`config.mk`:
```
export PLATFORM = sky130hd
export DESIGN_NAME = csu_codec
export DESIGN_NICKNAME = d
export VERILOG_FILES = /design/src/csu_pkg.sv /design/src/csu_codec.sv
export SDC_FILE = /design/constraint.sdc
export NUM_CORES = 2
export LEC_CHECK = 0
export ABC_AREA = 1
export BUFFER_PORTS_ARGS = -buffer_cell sky130_fd_sc_hd__buf_2
export CAP_MARGIN = 0
export CORE_ASPECT_RATIO = 1.75
export CORE_MARGIN = 2
export CORE_UTILIZATION = 65
export CTS_BUF_LIST = sky130_fd_sc_hd__clkbuf_8
export DETAILED_ROUTE_END_ITERATION = 8
export GPL_TIMING_DRIVEN = 0
export PLACE_DENSITY = 0.83
export SLEW_MARGIN = 25
export SYNTH_ARGS = -nofsm -noshare
export SYNTH_HDL_FRONTEND = slang
export SYNTH_SLANG_ARGS = --single-unit
```
`constraint.sdc`:
```
create_clock -name ref_clk_i -period 30.2 [get_ports ref_clk_i]
set_input_delay 6.04 -clock ref_clk_i [delete_from_list [all_inputs] [get_ports ref_clk_i]]
set_output_delay 6.04 -clock ref_clk_i [all_outputs]
set_load 0.005 [all_outputs]
```
`src/csu_pkg.sv`:
```
// Constants shared by the channel status upper-byte codec.
package csu_pkg;
    localparam int          BLK_BITS   = 192;
    localparam int          CRC_BIT0   = 184;
    localparam logic [7:0]  BLK_LAST   = 8'hbf;
    localparam logic [7:0]  CRC_FIRST  = 8'hb8;
    localparam logic [7:0]  B5_FIRST   = 8'h28;
    localparam logic [7:0]  B5_LAST    = 8'h2f;
    localparam logic [7:0]  B22_FIRST  = 8'hb0;
    localparam logic [7:0]  B22_RSV_LST = 8'hb3;
    localparam logic [7:0]  CRC_INIT   = 8'hff;
    localparam logic [7:0]  CRC_POLY_R = 8'hb8;
    localparam logic [7:0]  A_TX_HDR   = 8'h00;
    localparam logic [7:0]  A_TX_FMT   = 8'h04;
    localparam logic [7:0]  A_TX_ORG   = 8'h08;
    localparam logic [7:0]  A_TX_DST   = 8'h0c;
    localparam logic [7:0]  A_TX_LSA   = 8'h10;
    localparam logic [7:0]  A_TX_TOD   = 8'h14;
    localparam logic [7:0]  A_RX_HDR   = 8'h18;
    localparam logic [7:0]  A_RX_FMT   = 8'h1c;
    localparam logic [7:0]  A_RX_ORG   = 8'h20;
    localparam logic [7:0]  A_RX_DST   = 8'h24;
    localparam logic [7:0]  A_RX_LSA   = 8'h28;
    localparam logic [7:0]  A_RX_TOD   = 8'h2c;
    localparam logic [7:0]  A_IRQ_ST   = 8'h30;
    localparam logic [7:0]  A_IRQ_MSK  = 8'h34;
    localparam logic [23:0] TX_HDR_RST = 24'h000001;
    localparam logic [19:0] TX_FMT_RST = 20'h00000;
    localparam logic [3:0]  IRQ_MSK_RST = 4'h0;
    localparam int          IRQ_RX_DONE = 0;
    localparam int          IRQ_CRC_ERR = 1;
    localparam int          IRQ_TX_BLK  = 2;
    localparam int          IRQ_RX_RSV  = 3;
    localparam logic [2:0]  MODE_0     = 3'b000;
    localparam logic [2:0]  MODE_2     = 3'b010;
    localparam logic [2:0]  MODE_3     = 3'b011;
    localparam logic [2:0]  MODE_4     = 3'b001;
    localparam logic [2:0]  MODE_USER  = 3'b111;
    localparam logic [1:0]  REF_RSV    = 2'b11;
endpackage
```
`src/csu_codec.sv`:
```
// Channel status formatter and interpreter for bytes 3 to 23 of the block.
`timescale 1ns/1ns
module csu_codec
    import csu_pkg::*;
(
    input  wire logic        ref_clk_i,
    input  wire logic        sys_rst_i,
    input  wire logic        ce_i,
    input  wire logic [7:0]  addr_i,
    input  wire logic [31:0] wdata_i,
    input  wire logic        wr_i,
    input  wire logic        rd_i,
    output logic      [31:0] rdata_o,
    output logic             irq_o,
    input  wire logic        tx_frame_i,
    output logic             tx_bit_o,
    output logic             tx_bos_o,
    input  wire logic        rx_frame_i,
    input  wire logic        rx_bit_i,
    input  wire logic        rx_bos_i,
    output logic      [7:0]  rx_chan_o,
    output logic             rx_mc_o,
    output logic      [2:0]  rx_mode_o,
    output logic             rx_mode_rsvd_o,
    output logic      [1:0]  rx_ref_o,
    output logic      [3:0]  rx_rate_o,
    output logic             rx_scale_o,
    output logic      [3:0]  rx_rel_o,
    output logic             rx_crc_ok_o
);
    import csu_pkg::*;

    // One serial step of the reflected CRC; the generator is x^8+x^4+x^3+x^2+1.
    function automatic logic [7:0] crc_step(input logic [7:0] c, input logic b);
        crc_step = (c[0] ^ b) ? ((c >> 1) ^ CRC_POLY_R) : (c >> 1);
    endfunction

    function automatic logic [7:0] chan_dec(input logic [7:0] b3);
        if (b3[7])
            chan_dec = {4'h0, b3[3:0]} + 8'h01;
        else
            chan_dec = {1'b0, b3[6:0]} + 8'h01;
    endfunction

    function automatic logic mode_rsvd(input logic [2:0] m);
        case (m)
            MODE_0, MODE_2, MODE_3, MODE_4, MODE_USER: mode_rsvd = 1'b0;
            default: mode_rsvd = 1'b1;
        endcase
    endfunction

    logic [23:0]  tx_hdr_ff;
    logic [19:0]  tx_fmt_ff;
    logic [31:0]  tx_org_ff;
    logic [31:0]  tx_dst_ff;
    logic [31:0]  tx_lsa_ff;
    logic [31:0]  tx_tod_ff;
    logic [183:0] tx_live;
    logic [183:0] tx_blk_ff;
    logic [183:0] tx_src;
    logic [7:0]   tx_idx_ff;
    logic [7:0]   tx_crc_ff;
    logic [7:0]   tx_crc_in;
    logic         tx_data_bit;
    logic [7:0]   rx_idx_ff;
    logic [7:0]   rx_idx;
    logic [7:0]   rx_crc_ff;
    logic [7:0]   nxt_rx_crc;
    logic [191:0] rx_sr_ff;
    logic [191:0] rx_blk;
    logic         rx_done;
    logic [23:0]  rx_hdr_ff;
    logic [7:0]   rx_b3_ff;
    logic [7:0]   rx_b4_ff;
    logic [31:0]  rx_org_ff;
    logic [31:0]  rx_dst_ff;
    logic [31:0]  rx_lsa_ff;
    logic [31:0]  rx_tod_ff;
    logic [3:0]   rx_rel_ff;
    logic         rx_crc_ok_ff;
    logic [3:0]   irq_st_ff;
    logic [3:0]   irq_msk_ff;
    logic [3:0]   irq_set;
    logic [3:0]   irq_clr;

    // Byte 5 and the low nibble of byte 22 are hard zeros, and the reserved
    // reference pattern is sent as "not a reference" rather than passed on.
    always_comb begin
        tx_live = {tx_fmt_ff[19:16], 4'h0,
                   tx_tod_ff, tx_lsa_ff, tx_dst_ff, tx_org_ff,
                   8'h00,
                   tx_fmt_ff[15:11], 1'b0,
                   (tx_fmt_ff[9:8] == REF_RSV) ? 2'b00 : tx_fmt_ff[9:8],
                   tx_fmt_ff[7:0], tx_hdr_ff};
    end

    // The whole block is frozen at its first bit so that a register write in
    // mid-block cannot tear the fields or the check byte.
    assign tx_src      = (tx_idx_ff == 8'h00) ? tx_live : tx_blk_ff;
    assign tx_data_bit = tx_src[tx_idx_ff];
    assign tx_crc_in   = (tx_idx_ff == 8'h00) ? CRC_INIT : tx_crc_ff;

    always_ff @(posedge ref_clk_i or posedge sys_rst_i) begin
        if (sys_rst_i) begin
            tx_idx_ff <= 8'h00;
            tx_crc_ff <= CRC_INIT;
            tx_blk_ff <= '0;
            tx_bit_o  <= 1'b0;
            tx_bos_o  <= 1'b0;
        end else if (ce_i && tx_frame_i) begin
            tx_bos_o  <= (tx_idx_ff == 8'h00);
            tx_idx_ff <= (tx_idx_ff == BLK_LAST) ? 8'h00 : tx_idx_ff + 8'h01;
            if (tx_idx_ff == 8'h00)
                tx_blk_ff <= tx_live;
            if (tx_idx_ff < CRC_FIRST) begin
                tx_bit_o  <= tx_data_bit;
                tx_crc_ff <= crc_step(tx_crc_in, tx_data_bit);
            end else begin
                tx_bit_o  <= tx_crc_ff[0];
                tx_crc_ff <= {1'b0, tx_crc_ff[7:1]};
            end
        end
    end

    // A block start marker from the receiver realigns the bit count at once.
    assign rx_idx     = rx_bos_i ? 8'h00 : rx_idx_ff;
    assign nxt_rx_crc = crc_step(rx_bos_i ? CRC_INIT : rx_crc_ff, rx_bit_i);
    assign rx_blk     = {rx_bit_i, rx_sr_ff[191:1]};
    assign rx_done    = ce_i && rx_frame_i && (rx_idx == BLK_LAST);

    always_ff @(posedge ref_clk_i or posedge sys_rst_i) begin
        if (sys_rst_i) begin
            rx_idx_ff <= 8'h00;
            rx_crc_ff <= CRC_INIT;
            rx_sr_ff  <= '0;
        end else if (ce_i && rx_frame_i) begin
            rx_sr_ff  <= rx_blk;
            rx_idx_ff <= (rx_idx == BLK_LAST) ? 8'h00 : rx_idx + 8'h01;
            rx_crc_ff <= (rx_idx == BLK_LAST) ? CRC_INIT : nxt_rx_crc;
        end
    end

    // Running the check over all 192 bits leaves zero when byte 23 matches.
    always_ff @(posedge ref_clk_i or posedge sys_rst_i) begin
        if (sys_rst_i) begin
            rx_hdr_ff    <= '0;
            rx_b3_ff     <= 8'h00;
            rx_b4_ff     <= 8'h00;
            rx_org_ff    <= '0;
            rx_dst_ff    <= '0;
            rx_lsa_ff    <= '0;
            rx_tod_ff    <= '0;
            rx_rel_ff    <= 4'h0;
            rx_crc_ok_ff <= 1'b0;
        end else if (rx_done) begin
            rx_hdr_ff    <= rx_blk[23:0];
            rx_b3_ff     <= rx_blk[31:24];
            rx_b4_ff     <= rx_blk[39:32];
            rx_org_ff    <= rx_blk[79:48];
            rx_dst_ff    <= rx_blk[111:80];
            rx_lsa_ff    <= rx_blk[143:112];
            rx_tod_ff    <= rx_blk[175:144];
            rx_crc_ok_ff <= (nxt_rx_crc == 8'h00);
            rx_rel_ff    <= (nxt_rx_crc == 8'h00) ? rx_blk[183:180] : 4'h0;
        end
    end

    assign rx_chan_o      = chan_dec(rx_b3_ff);
    assign rx_mc_o        = rx_b3_ff[7];
    assign rx_mode_o      = rx_b3_ff[6:4];
    assign rx_mode_rsvd_o = rx_b3_ff[7] && mode_rsvd(rx_b3_ff[6:4]);
    assign rx_ref_o       = rx_b4_ff[1:0];
    assign rx_rate_o      = rx_b4_ff[6:3];
    assign rx_scale_o     = rx_b4_ff[7];
    assign rx_rel_o       = rx_rel_ff;
    assign rx_crc_ok_o    = rx_crc_ok_ff;

    always_comb begin
        irq_set = 4'h0;
        irq_set[IRQ_RX_DONE] = rx_done;
        irq_set[IRQ_CRC_ERR] = rx_done && (nxt_rx_crc != 8'h00);
        irq_set[IRQ_TX_BLK]  = ce_i && tx_frame_i && (tx_idx_ff == 8'h00);
        irq_set[IRQ_RX_RSV]  = rx_done && ((rx_blk[33:32] == REF_RSV) ||
                               (rx_blk[31] && mode_rsvd(rx_blk[30:28])));
        irq_clr = (wr_i && addr_i == A_IRQ_ST) ? wdata_i[3:0] : 4'h0;
    end

    // A new event in the clearing cycle survives the write-one-to-clear.
    always_ff @(posedge ref_clk_i or posedge sys_rst_i) begin
        if (sys_rst_i)
            irq_st_ff <= 4'h0;
        else if (ce_i)
            irq_st_ff <= (irq_st_ff & ~irq_clr) | irq_set;
    end

    assign irq_o = |(irq_st_ff & irq_msk_ff);

    always_ff @(posedge ref_clk_i or posedge sys_rst_i) begin
        if (sys_rst_i) begin
            tx_hdr_ff  <= TX_HDR_RST;
            tx_fmt_ff  <= TX_FMT_RST;
            tx_org_ff  <= '0;
            tx_dst_ff  <= '0;
            tx_lsa_ff  <= '0;
            tx_tod_ff  <= '0;
            irq_msk_ff <= IRQ_MSK_RST;
        end else if (ce_i && wr_i) begin
            case (addr_i)
                A_TX_HDR: tx_hdr_ff  <= wdata_i[23:0];
                A_TX_FMT: tx_fmt_ff  <= wdata_i[19:0];
                A_TX_ORG: tx_org_ff  <= wdata_i;
                A_TX_DST: tx_dst_ff  <= wdata_i;
                A_TX_LSA: tx_lsa_ff  <= wdata_i;
                A_TX_TOD: tx_tod_ff  <= wdata_i;
                A_IRQ_MSK: irq_msk_ff <= wdata_i[3:0];
                default: ;
            endcase
        end
    end

    always_ff @(posedge ref_clk_i or posedge sys_rst_i) begin
        if (sys_rst_i) begin
            rdata_o <= '0;
        end else if (ce_i) begin
            rdata_o <= '0;
            if (rd_i) begin
                case (addr_i)
                    A_TX_HDR: rdata_o <= {8'h00, tx_hdr_ff};
                    A_TX_FMT: rdata_o <= {12'h000, tx_fmt_ff};
                    A_TX_ORG: rdata_o <= tx_org_ff;
                    A_TX_DST: rdata_o <= tx_dst_ff;
                    A_TX_LSA: rdata_o <= tx_lsa_ff;
                    A_TX_TOD: rdata_o <= tx_tod_ff;
                    A_RX_HDR: rdata_o <= {8'h00, rx_hdr_ff};
                    A_RX_FMT: rdata_o <= {rx_chan_o, 3'h0, rx_crc_ok_ff, rx_rel_ff, rx_b4_ff, rx_b3_ff};
                    A_RX_ORG: rdata_o <= rx_org_ff;
                    A_RX_DST: rdata_o <= rx_dst_ff;
                    A_RX_LSA: rdata_o <= rx_lsa_ff;
                    A_RX_TOD: rdata_o <= rx_tod_ff;
                    A_IRQ_ST: rdata_o <= {28'h0000000, irq_st_ff};
                    A_IRQ_MSK: rdata_o <= {28'h0000000, irq_msk_ff};
                    default: rdata_o <= '0;
                endcase
            end
        end
    end

    property p_b5_zero;
        @(posedge ref_clk_i) disable iff (sys_rst_i)
        (ce_i && tx_frame_i && tx_idx_ff >= B5_FIRST && tx_idx_ff <= B5_LAST) |=> !tx_bit_o;
    endproperty
    a_b5_zero: assert property (p_b5_zero) else $error("byte 5 bit sent as one");

    property p_b22_rsv;
        @(posedge ref_clk_i) disable iff (sys_rst_i)
        (ce_i && tx_frame_i && tx_idx_ff >= B22_FIRST && tx_idx_ff <= B22_RSV_LST) |=> !tx_bit_o;
    endproperty
    a_b22_rsv: assert property (p_b22_rsv) else $error("byte 22 reserved bit sent as one");

    property p_ref_ok;
        @(posedge ref_clk_i) disable iff (sys_rst_i)
        (ce_i && tx_frame_i && tx_idx_ff == 8'h00) |=> (tx_blk_ff[33:32] != REF_RSV);
    endproperty
    a_ref_ok: assert property (p_ref_ok) else $error("reserved reference pattern queued");

    property p_bos;
        @(posedge ref_clk_i) disable iff (sys_rst_i)
        (ce_i && tx_frame_i) |=> (tx_bos_o == ($past(tx_idx_ff) == 8'h00));
    endproperty
    a_bos: assert property (p_bos) else $error("block start marker misplaced");

    property p_chan;
        @(posedge ref_clk_i) disable iff (sys_rst_i)
        rx_b3_ff[7] ? (rx_chan_o == {4'h0, rx_b3_ff[3:0]} + 8'h01)
                    : (rx_chan_o == {1'b0, rx_b3_ff[6:0]} + 8'h01);
    endproperty
    a_chan: assert property (p_chan) else $error("channel number decode wrong");

    property p_crc_unrel;
        @(posedge ref_clk_i) disable iff (sys_rst_i)
        (rx_done && nxt_rx_crc != 8'h00) |=> (rx_rel_o == 4'h0 && !rx_crc_ok_o && irq_st_ff[IRQ_CRC_ERR]);
    endproperty
    a_crc_unrel: assert property (p_crc_unrel) else $error("bad check byte not flagged");

    property p_lsa;
        @(posedge ref_clk_i) disable iff (sys_rst_i)
        rx_done |=> (rx_lsa_ff == $past(rx_blk[143:112]) && rx_tod_ff == $past(rx_blk[175:144]));
    endproperty
    a_lsa: assert property (p_lsa) else $error("sample address not captured");

    property p_mode;
        @(posedge ref_clk_i) disable iff (sys_rst_i)
        rx_mode_rsvd_o |-> (rx_mc_o && rx_mode_o != MODE_USER && rx_mode_o != MODE_0);
    endproperty
    a_mode: assert property (p_mode) else $error("multichannel mode class wrong");
endmodule

```
==> impl_metrics.toml, run 1 <==
[logic_synthesis]
syn_nets = 4498
synth_area_leaders = "dfrtp_1 54%, nand2_1 16%, o21ai_0 7.9%"
synth_ff_type = "dfrtp_1"
syn_area_mm2 = 0.0361
yosys-top-cells-count = "1,538 x nand2_1, 777 x dfrtp_1, 567 x o21ai_0"
yosys.area.top_type_share_pct = 53.9
synth-seq-cells = 794
synthArstFlopShare_pct = 100
synth_edf_count = 0
synth.distinct_cells = 51
synth-warning-count = 0
synthCells = 4445
syn_area_per_cell_um2 = 8.12
yosysMostFrequentCell = "nand2_1"
yosysSeqAreaShare_pct = 55.1
synth_top_cell_by_area = "dfrtp_1"

[clocking]
cts_setup_buffers = 0
cts_root_buf = "clkbuf_8"
post_cts_resized = 0
cts_buffers = 110
htree_num_levels = 3
clock-sinks = 794
clock_path_buffers = 3
cts_hold_buf = 0

[placed_design]
place_inst = 5256
portBuffers = 107
dpl.hpwl_mm = 113
gp_congestion = 1.11

[floorplan]
start_util_pct = 65.5
fp.dieW_um = 182
die_h_um = 316
pin_count = 109
rows = 114

[global_route]
grt_pass1_wl_mm = 239
track_usage_pct = 57.7
grt.overflow.total = 4
grt_max_degree = 105
first_global_vias = 36400

[status]
status = "aborted with a tool error"
haltStage = "global routing"
error_line = "[ERROR GRT-0116] Global routing finished with congestion. Check the congestion regions in the DRC Viewer."
[metrics by stage]
step	utilization, %	setup WS (ps)	instance area, um2	hold slack [ps]	setup TNS, ps
after detailed placement	68.5	20390	37700	458	0
after global placement	68.1	-6080	37500	453	-4620820
after CTS	72.8	21120	40100	473	0
after floorplan	-	1890	36100	442	0
[cell families after synthesis]
| group | Yosys count | synth area share, % |
|---|---|---|
| xor gates and xnor gates | 9 | 0.219 |
| adders and majority gates | 4 | 0.139 |
| and+or+nand+nor | 1969 | 21.8 |
| buffers and inverters | 782 | 8.77 |
| AOI/OAI and AO/OA | 887 | 13.9 |
| DFF | 794 | 55.1 |
[metal layers]
layer	GRT usage, %	overflow
met1	58.7	0
met2	86.9	3
met3	23.5	0
met5	1.58	0
met4	60.1	1
==> inputs of run 2 (changes only) <==
--- a/config.mk
+++ b/config.mk
@@ -8,13 +8,11 @@
 export ABC_AREA = 1
 export BUFFER_PORTS_ARGS = -buffer_cell sky130_fd_sc_hd__buf_2
 export CAP_MARGIN = 0
-export CORE_ASPECT_RATIO = 1.75
 export CORE_MARGIN = 2
-export CORE_UTILIZATION = 65
-export CTS_BUF_LIST = sky130_fd_sc_hd__clkbuf_8
+export CORE_UTILIZATION = 40
 export DETAILED_ROUTE_END_ITERATION = 8
 export GPL_TIMING_DRIVEN = 0
-export PLACE_DENSITY = 0.83
+export PLACE_DENSITY_LB_ADDON = 0.15
 export SLEW_MARGIN = 25
 export SYNTH_ARGS = -nofsm -noshare
 export SYNTH_HDL_FRONTEND = slang
==> impl_metrics.toml, run 2 <==
[logic_synthesis]
synth_top_cell_by_area = "dfrtp_1"
synthCells = 4445
synth_edf_count = 0
syn_area_per_cell_um2 = 8.12
synth.distinct_cells = 51
syn_area_mm2 = 0.0361
synthArstFlopShare_pct = 100
synth_ff_type = "dfrtp_1"
synth_area_leaders = "dfrtp_1 54%, nand2_1 16%, o21ai_0 7.9%"
synth-warning-count = 0
synth-seq-cells = 794
yosysMostFrequentCell = "nand2_1"
yosys-top-cells-count = "1,538 x nand2_1, 777 x dfrtp_1, 567 x o21ai_0"
yosysSeqAreaShare_pct = 55.1
syn_nets = 4498
yosys.area.top_type_share_pct = 53.9

[placed_design]
portBuffers = 107
dpl.hpwl_mm = 115
place_inst = 5739
gp_congestion = 1.02
post_dp_cell_area_mm2 = 0.0384
pre_cts_slack_ps = 20150

[drt]
wire_per_inst_um = 26.1
first_iter_violations = 4069
drc = 0
finalWirelength_mm = 154
dr_total_vias = 32800
ant_nets = 0
via_per_inst = 5.56
drtPass1Iterations = 9

[sta]
fmax_mhz = 103
fin_crit_ps = 9670
finalCritPeriodShare_pct = 32.0
finalSetupViolCount = 0
hold_slack_ps = 467
fin_ws_ps = 20530
drv_slew = 0
hold_viol_final = 0
slew_headroom_pct = 18.9
rsz0062_at_grt = "no"
skew_ps = 40.9
tightestPinTransition_ps = 1200

[final_layout]
register_area_mm2 = 0.0199
largest-register = "rx_sr_ff"
largest_registers = "rx_sr_ff x191, tx_blk_ff x184"
final_util_pct = 46.0
drive_gt1_share_pct = 7.96
final_cell_mix = "1,538 x nand2_1, 777 x dfrtp_1, 567 x o21ai_0"
fin_area_mm2 = 0.0413
multi_input_area_mm2 = 0.0130
fillerInstances = 9099
largest_reg_flops = 191
nets = 4710
syn_to_final_growth_pct = 14.4
antenna_cells = 0
final_common_cell = "nand2_1"
fin_cells = 5900

[floorplan]
die_h_um = 304
rows = 110
dieArea_mm2 = 0.0926
core-area_mm2 = 0.0897
start_util_pct = 40.2
fp.dieW_um = 304
pin_count = 109

[critical_path]
startpoint = "addr_i[1]"
cp_max_fo = 10
worstPathArrival_ps = 10270
required_ps = 30800
worst_r2r_endpoint = "tx_blk_ff[60]"
crit_type = "in2reg"
r2r_slack_ps = 25670
worstSetupEndpoint = "rdata_o[24]"
cp-end-kind = "flop"
worstSetupStartpointType = "input port"
ff2ff_path_depth = 16
timing.rr.start = "tx_idx_ff[1]"

[power_and_ir_drop]
peakVddDrop_uv = 54.8
power_density_mw_per_mm2 = 64.4
power_leakage_nw = 20.1

[clocking]
clkSlewWorstSetupHoldPaths_ps = 60
cts_tree = "built"
cts_buffers = 91
cts_setup_buffers = 0
clock_path_buffers = 3
clock-sinks = 794
cts_root_buf = "clkbuf_16"
cts_hold_buf = 0
post_cts_resized = 0
clock_latency_ps = 680
htree_num_levels = 3

[run]
drv_cap = 0

[global_route]
grt.overflow.total = 0
grt_pass1_wl_mm = 223
first_global_vias = 31000
grt_max_degree = 92
track_usage_pct = 33.1
antenna_found_initial = 3

[hold_path]
hp-class = "reg2reg"

[status]
status = "complete, no violations"
[run 2: stage by stage]
stage	TNS [ps]	power [W]
global placement	-6442460	0.00156
global route	0	0.00275
CTS	0	0.00266
finish	0	0.00266
floorplan	0	0.00141
detailed placement	0	0.00157
[run 2: per-layer routing]
layer	vias up	GRT usage (%)	wire length [um]
met5	-	0	26
met4	4	17.5	9740
met3	351	6.59	13700
met2	1586	51.3	68400
met1	16200	44.0	62200
li1	14700	-	-
[run 2: power breakdown]
part | leakage [nW] | total, W | internal (W) | switching [W]
Clock | 1.43 | 0.00110 | 0.000627 | 0.000473
Sequential | 9.88 | 0.00115 | 0.00112 | 0.0000367
Combinational | 8.78 | 0.000406 | 0.000111 | 0.000295
Total | 20.1 | 0.00266 | 0.00185 | 0.000805
[run 2: layout make-up]
cell class                 instances  share of cell area [%]
sequential                       794                    48.2
multi-input combinational       2869                    31.5
clock buffer                     137                    6.45
inverter                         509                    4.66
tap                             1176                    3.56
buffer                           273                    3.03
timing repair buffer             119                    1.95
clock inverter                    23                   0.624
[run 2: worst min-delay path by stage]
stage	start	to	slack, ps	cells past startpoint
after detailed placement	rx_sr_ff[177]	rx_sr_ff[176]	460	2
after floorplan	rx_dst_ff[27]	rx_dst_ff[27]	440	2
after global routing	tx_crc_ff[7]	tx_crc_ff[7]	500	2
final	tx_crc_ff[5]	tx_crc_ff[5]	470	2
after CTS	tx_crc_ff[5]	tx_crc_ff[5]	470	2
after global placement	rx_sr_ff[177]	rx_sr_ff[176]	450	2
[run 2: cells by family (layout without fill, tap and decap cells)]
family                     after synthesis  after routing  share of synthesized area [%]
and+or+nand+nor                       1969           1969                           21.8
buffers and inverters                  782           1061                           8.77
adders and majority gates                4              4                          0.139
DFF                                    794            794                           55.1
xor gates and xnor gates                 9              9                          0.219
AOI/OAI and AO/OA                      887            887                           13.9
[run 2: critical path, cell delays in order]
cell and delay [ps]:
buf_2 100, nor2_1 340, nand2_1 170, nor2_1 160, inv_1 100, nor2_1 860
clkinv_1 790, buf_1 560, o221ai_1 710, o41ai_1 270, o21ai_0 140
Power figures use the tool's default switching activity.
